**src/qtc_pkg.sv**
```systemverilog
// Purpose: Shared constants and types for the quad timer/counter block
// Assumes: One system clock (mclk), 20 MHz
// Notes:   Mode and divider encodings used by the top module ports
`default_nettype none
package qtc_pkg;
    // Prescaler divide ratios
    localparam logic [5:0] QTC_DIV12     = 6'h0c;
    localparam logic [5:0] QTC_DIV4      = 6'h04;
    localparam logic [5:0] QTC_DIV48     = 6'h30;
    localparam logic [5:0] QTC_EXT_DIV   = 6'h08;
    // Divider choice encodings
    localparam logic [1:0] QTC_SCA_12    = 2'h0;
    localparam logic [1:0] QTC_SCA_4     = 2'h1;
    localparam logic [1:0] QTC_SCA_48    = 2'h2;
    localparam logic [1:0] QTC_SCA_EXT   = 2'h3;
    // Reset values
    localparam logic [15:0] QTC_CNT_RST  = 16'h0000;
    localparam logic [5:0]  QTC_PRE_RST  = 6'h00;

    // Timer 0/1 modes
    typedef enum logic [1:0] {
        QTC_M13    = 2'h0,
        QTC_M16    = 2'h1,
        QTC_M8AR   = 2'h2,
        QTC_MSPLIT = 2'h3
    } qtc_mode01_e;

    // Per-timer control group for timers 0 and 1
    typedef struct packed {
        logic        run;
        logic        counter_mode;
        logic        clock_choice;
        qtc_mode01_e mode;
    } qtc_t01_ctl_s;

    // Per-timer control group for timers 2 and 3
    typedef struct packed {
        logic run;
        logic split;
        logic alt_clock_choice;
        logic low_clock_choice;
        logic high_clock_choice;
    } qtc_t23_ctl_s;
endpackage : qtc_pkg
`default_nettype wire

```
**src/qtc_top.sv**
```systemverilog
// Purpose: Four counter/timers with clock selection and event pins
// Assumes: Event pins and external clock are asynchronous to mclk
// Notes:   Overflow flags are one-cycle pulses; software side keeps flags
`default_nettype none
module qtc_top (
    // Clock and reset
    input  wire logic                  mclk,
    input  wire logic                  reset,
    // Clocking control
    input  wire logic [1:0]            timer01_divider_choice,
    input  wire qtc_pkg::qtc_t01_ctl_s timer0_ctl,
    input  wire qtc_pkg::qtc_t01_ctl_s timer1_ctl,
    input  wire qtc_pkg::qtc_t23_ctl_s timer2_control,
    input  wire qtc_pkg::qtc_t23_ctl_s timer3_control,
    // Reload values for timers 0/1 (low byte) and 2/3
    input  wire logic [7:0]            timer0_reload,
    input  wire logic [7:0]            timer1_reload,
    input  wire logic [15:0]           timer2_reload,
    input  wire logic [15:0]           timer3_reload,
    // External pins
    input  wire logic                  timer0_event_pin,
    input  wire logic                  timer1_event_pin,
    input  wire logic                  ext_clock,
    // Counts and overflow requests
    output logic [15:0]                timer0_count,
    output logic [15:0]                timer1_count,
    output logic [15:0]                timer2_count,
    output logic [15:0]                timer3_count,
    output logic [7:0]                 overflow_irq
);
    import qtc_pkg::*;

    ////////////////////////////////////////////////////////////////////////
    // Synchronisers, falling-edge detect on event pins, rising-edge detect on ext clock
    logic [2:0] sync0;
    logic [2:0] sync1;
    logic [2:0] syncx;
    logic [2:0] next_sync0;
    logic [2:0] next_sync1;
    logic [2:0] next_syncx;
    logic       ev0;
    logic       ev1;
    logic       ext_rise;

    always_comb begin
        next_sync0 = {sync0[1:0], timer0_event_pin};
        next_sync1 = {sync1[1:0], timer1_event_pin};
        next_syncx = {syncx[1:0], ext_clock};
    end
    // Stage [2] is the previous synced level; [0] is read only by [1]
    assign ev0      = sync0[2] & ~sync0[1];
    assign ev1      = sync1[2] & ~sync1[1];
    assign ext_rise = ~syncx[2] & syncx[1];

    always_ff @(posedge mclk or posedge reset) begin
        if (reset) begin
            sync0 <= 3'h7;
            sync1 <= 3'h7;
            syncx <= 3'h0;
        end else begin
            sync0 <= next_sync0;
            sync1 <= next_sync1;
            syncx <= next_syncx;
        end
    end

    ////////////////////////////////////////////////////////////////////////
    // Prescalers: /4, /12, /48 and external/8 ticks
    logic [5:0] pre4;
    logic [5:0] pre12;
    logic [5:0] pre48;
    logic [5:0] prex;
    logic [5:0] next_pre4;
    logic [5:0] next_pre12;
    logic [5:0] next_pre48;
    logic [5:0] next_prex;
    logic       tick4;
    logic       tick12;
    logic       tick48;
    logic       tickx;
    logic       tick01;

    assign tick4  = (pre4 == QTC_DIV4 - 6'h01);
    assign tick12 = (pre12 == QTC_DIV12 - 6'h01);
    assign tick48 = (pre48 == QTC_DIV48 - 6'h01);
    assign tickx  = ext_rise && (prex == QTC_EXT_DIV - 6'h01);

    always_comb begin
        next_pre4  = tick4  ? QTC_PRE_RST : pre4 + 6'h01;
        next_pre12 = tick12 ? QTC_PRE_RST : pre12 + 6'h01;
        next_pre48 = tick48 ? QTC_PRE_RST : pre48 + 6'h01;
        next_prex  = prex;
        if (ext_rise)
            next_prex = tickx ? QTC_PRE_RST : prex + 6'h01;
        // Shared divider selection for timers 0/1
        unique case (timer01_divider_choice)
            QTC_SCA_12:  tick01 = tick12;
            QTC_SCA_4:   tick01 = tick4;
            QTC_SCA_48:  tick01 = tick48;
            QTC_SCA_EXT: tick01 = tickx;
        endcase
    end

    always_ff @(posedge mclk or posedge reset) begin
        if (reset) begin
            pre4  <= QTC_PRE_RST;
            pre12 <= QTC_PRE_RST;
            pre48 <= QTC_PRE_RST;
            prex  <= QTC_PRE_RST;
        end else begin
            pre4  <= next_pre4;
            pre12 <= next_pre12;
            pre48 <= next_pre48;
            prex  <= next_prex;
        end
    end

    ////////////////////////////////////////////////////////////////////////
    // Increment enables per timer
    logic inc0;
    logic inc1;
    logic inc0h;
    logic alt2;
    logic alt3;
    logic inc2l;
    logic inc2h;
    logic inc3l;
    logic inc3h;

    always_comb begin
        // Counter mode overrides clock choice
        inc0  = timer0_ctl.counter_mode ? ev0
              : (timer0_ctl.clock_choice ? 1'b1 : tick01);
        inc1  = timer1_ctl.counter_mode ? ev1
              : (timer1_ctl.clock_choice ? 1'b1 : tick01);
        // Split timer 0 high half is a timer on timer 0 clock
        inc0h = timer0_ctl.clock_choice ? 1'b1 : tick01;
        alt2  = timer2_control.alt_clock_choice ? tickx : tick12;
        alt3  = timer3_control.alt_clock_choice ? tickx : tick12;
        inc2l = timer2_control.low_clock_choice ? 1'b1 : alt2;
        inc2h = timer2_control.high_clock_choice ? 1'b1 : alt2;
        inc3l = timer3_control.low_clock_choice ? 1'b1 : alt3;
        inc3h = timer3_control.high_clock_choice ? 1'b1 : alt3;
    end

    ////////////////////////////////////////////////////////////////////////
    // Timer 0 to 3 count logic
    logic [15:0] next_cnt0;
    logic [15:0] next_cnt1;
    logic [15:0] next_cnt2;
    logic [15:0] next_cnt3;
    logic [7:0]  next_irq;

    always_comb begin
        next_cnt0 = timer0_count;
        next_cnt1 = timer1_count;
        next_cnt2 = timer2_count;
        next_cnt3 = timer3_count;
        next_irq  = 8'h00;
        // Timer 0
        if (timer0_ctl.run && inc0) begin
            unique case (timer0_ctl.mode)
                QTC_M13: begin
                    // Low 5 bits then high 8 bits form 13 bits
                    next_cnt0[4:0] = timer0_count[4:0] + 5'h01;
                    next_cnt0[7:5] = 3'h0;
                    if (&timer0_count[4:0]) begin
                        next_cnt0[15:8] = timer0_count[15:8] + 8'h01;
                        next_irq[0]     = &timer0_count[15:8];
                    end
                end
                QTC_M16: begin
                    next_cnt0   = timer0_count + 16'h0001;
                    next_irq[0] = &timer0_count;
                end
                QTC_M8AR: begin
                    next_cnt0[7:0] = (&timer0_count[7:0]) ? timer0_reload
                                   : timer0_count[7:0] + 8'h01;
                    next_irq[0]    = &timer0_count[7:0];
                end
                QTC_MSPLIT: begin
                    next_cnt0[7:0] = timer0_count[7:0] + 8'h01;
                    next_irq[0]    = &timer0_count[7:0];
                end
            endcase
        end
        // Split timer 0 high half, its overflow on bit 1
        if (timer0_ctl.mode == QTC_MSPLIT && timer1_ctl.run && inc0h) begin
            next_cnt0[15:8] = timer0_count[15:8] + 8'h01;
            next_irq[1]     = &timer0_count[15:8];
        end
        // Timer 1; split mode is not offered and holds it
        if (timer1_ctl.run && inc1) begin
            unique case (timer1_ctl.mode)
                QTC_M13: begin
                    next_cnt1[4:0] = timer1_count[4:0] + 5'h01;
                    next_cnt1[7:5] = 3'h0;
                    if (&timer1_count[4:0]) begin
                        next_cnt1[15:8] = timer1_count[15:8] + 8'h01;
                        next_irq[2]     = &timer1_count[15:8];
                    end
                end
                QTC_M16: begin
                    next_cnt1   = timer1_count + 16'h0001;
                    next_irq[2] = &timer1_count;
                end
                QTC_M8AR: begin
                    next_cnt1[7:0] = (&timer1_count[7:0]) ? timer1_reload
                                   : timer1_count[7:0] + 8'h01;
                    next_irq[2]    = &timer1_count[7:0];
                end
                QTC_MSPLIT: begin
                    next_cnt1 = timer1_count;
                end
            endcase
        end
        // Timer 2: 16-bit reload or split halves
        if (timer2_control.run) begin
            if (!timer2_control.split) begin
                if (inc2l) begin
                    next_cnt2   = (&timer2_count) ? timer2_reload
                                : timer2_count + 16'h0001;
                    next_irq[4] = &timer2_count;
                end
            end else begin
                if (inc2l) begin
                    next_cnt2[7:0] = (&timer2_count[7:0]) ? timer2_reload[7:0]
                                   : timer2_count[7:0] + 8'h01;
                    next_irq[4]    = &timer2_count[7:0];
                end
                if (inc2h) begin
                    next_cnt2[15:8] = (&timer2_count[15:8])
                                    ? timer2_reload[15:8]
                                    : timer2_count[15:8] + 8'h01;
                    next_irq[5]     = &timer2_count[15:8];
                end
            end
        end
        // Timer 3: same structure as timer 2
        if (timer3_control.run) begin
            if (!timer3_control.split) begin
                if (inc3l) begin
                    next_cnt3   = (&timer3_count) ? timer3_reload
                                : timer3_count + 16'h0001;
                    next_irq[6] = &timer3_count;
                end
            end else begin
                if (inc3l) begin
                    next_cnt3[7:0] = (&timer3_count[7:0]) ? timer3_reload[7:0]
                                   : timer3_count[7:0] + 8'h01;
                    next_irq[6]    = &timer3_count[7:0];
                end
                if (inc3h) begin
                    next_cnt3[15:8] = (&timer3_count[15:8])
                                    ? timer3_reload[15:8]
                                    : timer3_count[15:8] + 8'h01;
                    next_irq[7]     = &timer3_count[15:8];
                end
            end
        end
    end

    always_ff @(posedge mclk or posedge reset) begin
        if (reset) begin
            timer0_count <= QTC_CNT_RST;
            timer1_count <= QTC_CNT_RST;
            timer2_count <= QTC_CNT_RST;
            timer3_count <= QTC_CNT_RST;
            overflow_irq <= 8'h00;
        end else begin
            timer0_count <= next_cnt0;
            timer1_count <= next_cnt1;
            timer2_count <= next_cnt2;
            timer3_count <= next_cnt3;
            overflow_irq <= next_irq;
        end
    end
endmodule : qtc_top
`default_nettype wire

```
**config.mk**
```make
export PLATFORM = sky130hd
export DESIGN_NAME = qtc_top
export DESIGN_NICKNAME = d
export VERILOG_FILES = /design/src/qtc_pkg.sv /design/src/qtc_top.sv
export SDC_FILE = /design/constraint.sdc
export NUM_CORES = 1
export LEC_CHECK = 0
export BUFFER_PORTS_ARGS = -buffer_cell sky130_fd_sc_hd__buf_2
export CORE_MARGIN = 5
export CORE_UTILIZATION = 49
export CTS_CLUSTER_DIAMETER = 40
export CTS_CLUSTER_SIZE = 14
export DETAILED_ROUTE_END_ITERATION = 10
export PLACE_DENSITY = 0.77
export SLEW_MARGIN = 15
export SYNTH_ARGS = -nofsm -noshare
export SYNTH_HDL_FRONTEND = slang
export SYNTH_SLANG_ARGS = --single-unit
```
**constraint.sdc**
```tcl
create_clock -name mclk -period 3.2 [get_ports mclk]
set_input_delay 0.32 -clock mclk [delete_from_list [all_inputs] [get_ports mclk]]
set_output_delay 0.32 -clock mclk [all_outputs]
set_load 0.02 [all_outputs]
```
==> flow_metrics.py <==
metrics = {
    "route": {
        "wl_met2_mm": 7.11,
        "top_layer": "met4",
        "drc_errors": 0,
        "wl_per_cell_um": 15.7,
        "dr.pass1.iters": 6,
        "num_vias": 5506,
        "routed_wl_mm": 14.7,
        "wl_met3_um": 911,
        "wl_met1_mm": 6.42,
        "final_antenna_net_count": 0,
        "drt_iter0_drc": 418,
        "via_per_inst": 5.89,
    },
    "cells_and_area": {
        "area_growth_pct": 19.6,
        "antenna_cells": 0,
        "nNetsFinal": 876,
        "num-fill-cells": 1056,
        "multi_input_area_um2": 3170,
        "stdcell_area_um2": 7090,
        "layout.cells.non_filler": 935,
        "regArea_um2": 2610,
        "drive_gt1_share_pct": 25.9,
    },
    "min_path": {
        "min-delay-start": "timer0_event_pin",
        "min_path_cells": 1,
        "worstHoldEndpoint": "sync0[0]$_DFF_PP1_",
        "holdCritPathClass": "in2reg",
    },
    "die": {
        "core_area_um2": 11900,
        "die_w_um": 120,
        "dieHeight_um": 120,
        "dieArea_um2": 14400,
        "num_io_pins": 147,
        "start_util_pct": 49.8,
        "num_rows": 40,
    },
    "synthesis": {
        "syn-num-nets": 730,
        "synth-main-ff-cell": "dfrtp_1",
        "synth_common_cells": "dfrtp_1, nand2_1, nor2_1, a21oi_1",
        "synth_cell_type_count": 74,
        "async_flop_share_pct": 100,
        "synth-seq-cells": 104,
        "synth_cells": 637,
        "ys_seq_area_share_pct": 44.0,
        "avgSynthCellArea_um2": 9.30,
        "synth_top_cell_by_area": "dfrtp_1",
        "synth_most_common_cell": "dfrtp_1",
        "yosysTopAreaCellShare_pct": 41.4,
        "yosysWarnings": 0,
        "netlist_area_um2": 5930,
        "ys_top_cells_by_area": "dfrtp_1, xnor2_1, nand2_1, nor2_1, ha_1",
        "synth_edf_count": 0,
    },
    "grt": {
        "antenna_found_initial": 0,
        "gr-usage-all-layers_pct": 20.7,
        "grt_pass1_vias": 5322,
        "grt_pass1_wl_mm": 24.8,
        "grt.overflow.total": 0,
        "grt_max_degree": 72,
    },
    "setup_path": {
        "reg2reg_to": "timer0_count[15]$_DFFE_PP0P_",
        "path_class": "reg2reg",
        "startpoint_type": "register",
        "required_ns": 3.43,
        "worst-path-max-fanout": 7,
        "rr_startpoint": "timer0_count[0]$_DFFE_PP0P_",
        "end_kind": "register",
        "cp.arrival_ns": 3.05,
        "worstRegToRegCells": 9,
        "rrSetupSlack_ns": 0.38,
    },
    "power_and_ir_drop": {
        "ir_drop_v": 0.000374,
        "powerDensity_nw_per_um2": 639,
        "leakage_nw": 3.22,
    },
    "place": {
        "place_inst": 919,
        "hpwl_mm": 11.1,
        "placed_cell_area_um2": 6820,
        "portBuffers": 145,
        "pre_cts_slack_ns": 0.485,
        "gp_congestion": 0.927,
    },
    "run": {
        "cap_violations": 0,
    },
    "sta": {
        "finalSetupTns_ns": 0,
        "drv_slew": 0,
        "layout_setup_ws_ns": 0.380,
        "tightest_slew_ns": 0.880,
        "finalHoldViolCount": 0,
        "skew_ns": 0.00682,
        "setup_violations": 0,
        "rsz0062_at_grt": "no",
        "fmaxAchievable_ghz": 0.355,
        "period_share_pct": 88.1,
        "finalCriticalPeriod_ns": 2.82,
        "slew_headroom_pct": 41.3,
    },
    "clocking": {
        "cts_buffers": 9,
        "cts_tree": "built",
        "h-tree-depth": 3,
        "clkLatencyLatePin_ns": 0.35,
        "hold_buffers": 0,
        "clk_pin_slew_ns": 0.07,
        "root_buffer": "clkbuf_16",
        "cts_setup_buffers": 0,
        "cts-resized-gates": 0,
        "cts.sinks": 104,
        "clockBufferDepth": 2,
    },
    "outcome": {
        "outcome": "finished clean",
    },
}
layer usage:
metal,track usage (%),up-vias
met4,8.16,0
met3,4.10,18
met1,26.7,2667
met5,0,-
li1,-,2630
met2,34.4,191
worst max-delay path, cell delays in order, from the launching register on:
cell and delay [ns]:
dfrtp_1 0.45, ha_1 0.26, and3_1 0.17, ha_1 0.18, nor2_1 0.06, a2111oi_0 0.56
nor2_1 0.17, o32ai_1 0.50, nand4_1 0.19, xnor2_1 0.16
power breakdown:
group,switching [mW],total [mW],internal [mW]
combinational,0.885,1.50,0.619
clock,0.462,1.01,0.549
sequential,0.430,2.02,1.59
per-stage QoR:
step | hold WS (ns) | util, % | power (mW)
after global placement | 0.332 | 57.3 | 3.47
final | 0.0727 | 59.5 | 4.53
after floorplan | 0.324 | - | 2.97
after CTS | 0.0539 | 59.5 | 4.57
after global routing | 0.0524 | 59.5 | 4.84
after detailed placement | 0.338 | 57.3 | 3.54
worst max path at each step:
| stage | cells past startpoint | end | slack (ns) | startpoint |
|---|---|---|---|---|
| CTS | 9 | timer0_count[15]$_DFFE_PP0P_ | 0.44 | timer0_count[0]$_DFFE_PP0P_ |
| detailed placement | 9 | timer0_count[15]$_DFFE_PP0P_ | 0.48 | timer0_count[0]$_DFFE_PP0P_ |
| global route | 9 | timer0_count[12]$_DFFE_PP0P_ | 0.22 | timer0_count[0]$_DFFE_PP0P_ |
| finish | 9 | timer0_count[15]$_DFFE_PP0P_ | 0.38 | timer0_count[0]$_DFFE_PP0P_ |
| floorplan | 1 | overflow_irq[0]$_DFF_PP0_ | 0.16 | reset |
| global placement | 9 | timer0_count[15]$_DFFE_PP0P_ | 0.66 | timer0_count[0]$_DFFE_PP0P_ |
cell type report:
type                            instances  share of cell area [%]
Multi-Input combinational cell        498                    44.7
Timing Repair Buffer                  151                    11.0
Tap cell                              147                    2.59
Sequential cell                       104                    36.8
Clock inverter                          3                   0.265
Inverter                               19                    1.04
Clock buffer                           13                    3.53
cells in the final DEF (no fill, tap or decap), types with 12 or more instances in the layout:
master,n
a21oi_1,42
and3_1,17
buf_2,145
dfrtp_1,98
ha_1,18
inv_1,18
mux2_2,12
nand2_1,65
nand3_1,36
nand4_1,19
nor2_1,61
nor3_1,15
o21ai_0,36
xnor2_1,30
kinds of logic (layout without fill, tap and decap cells):
family	count (synthesis)	count (layout)	synth area share, %
and+or+nand+nor	260	260	22.1
xor gates and xnor gates	34	34	5.02
AOI/OAI and AO/OA	165	165	18.9
other	1	1	0.0633
buffers and inverters	35	186	2.47
adders and majority gates	18	18	3.80
DFF	104	104	44.0
muxes	20	20	3.63
registers in the layout (all words and copies together) (netlist names):
signal / cells
timer0_count: 16
pre12: 6
overflow_irq: 7
timer1_count: 16
timer2_count: 16
syncx: 3
pre48: 6
sync1: 3
sync0: 3
timer3_count: 16
pre4: 6
prex: 6
Note: power is estimated with default switching activity, not from simulation.
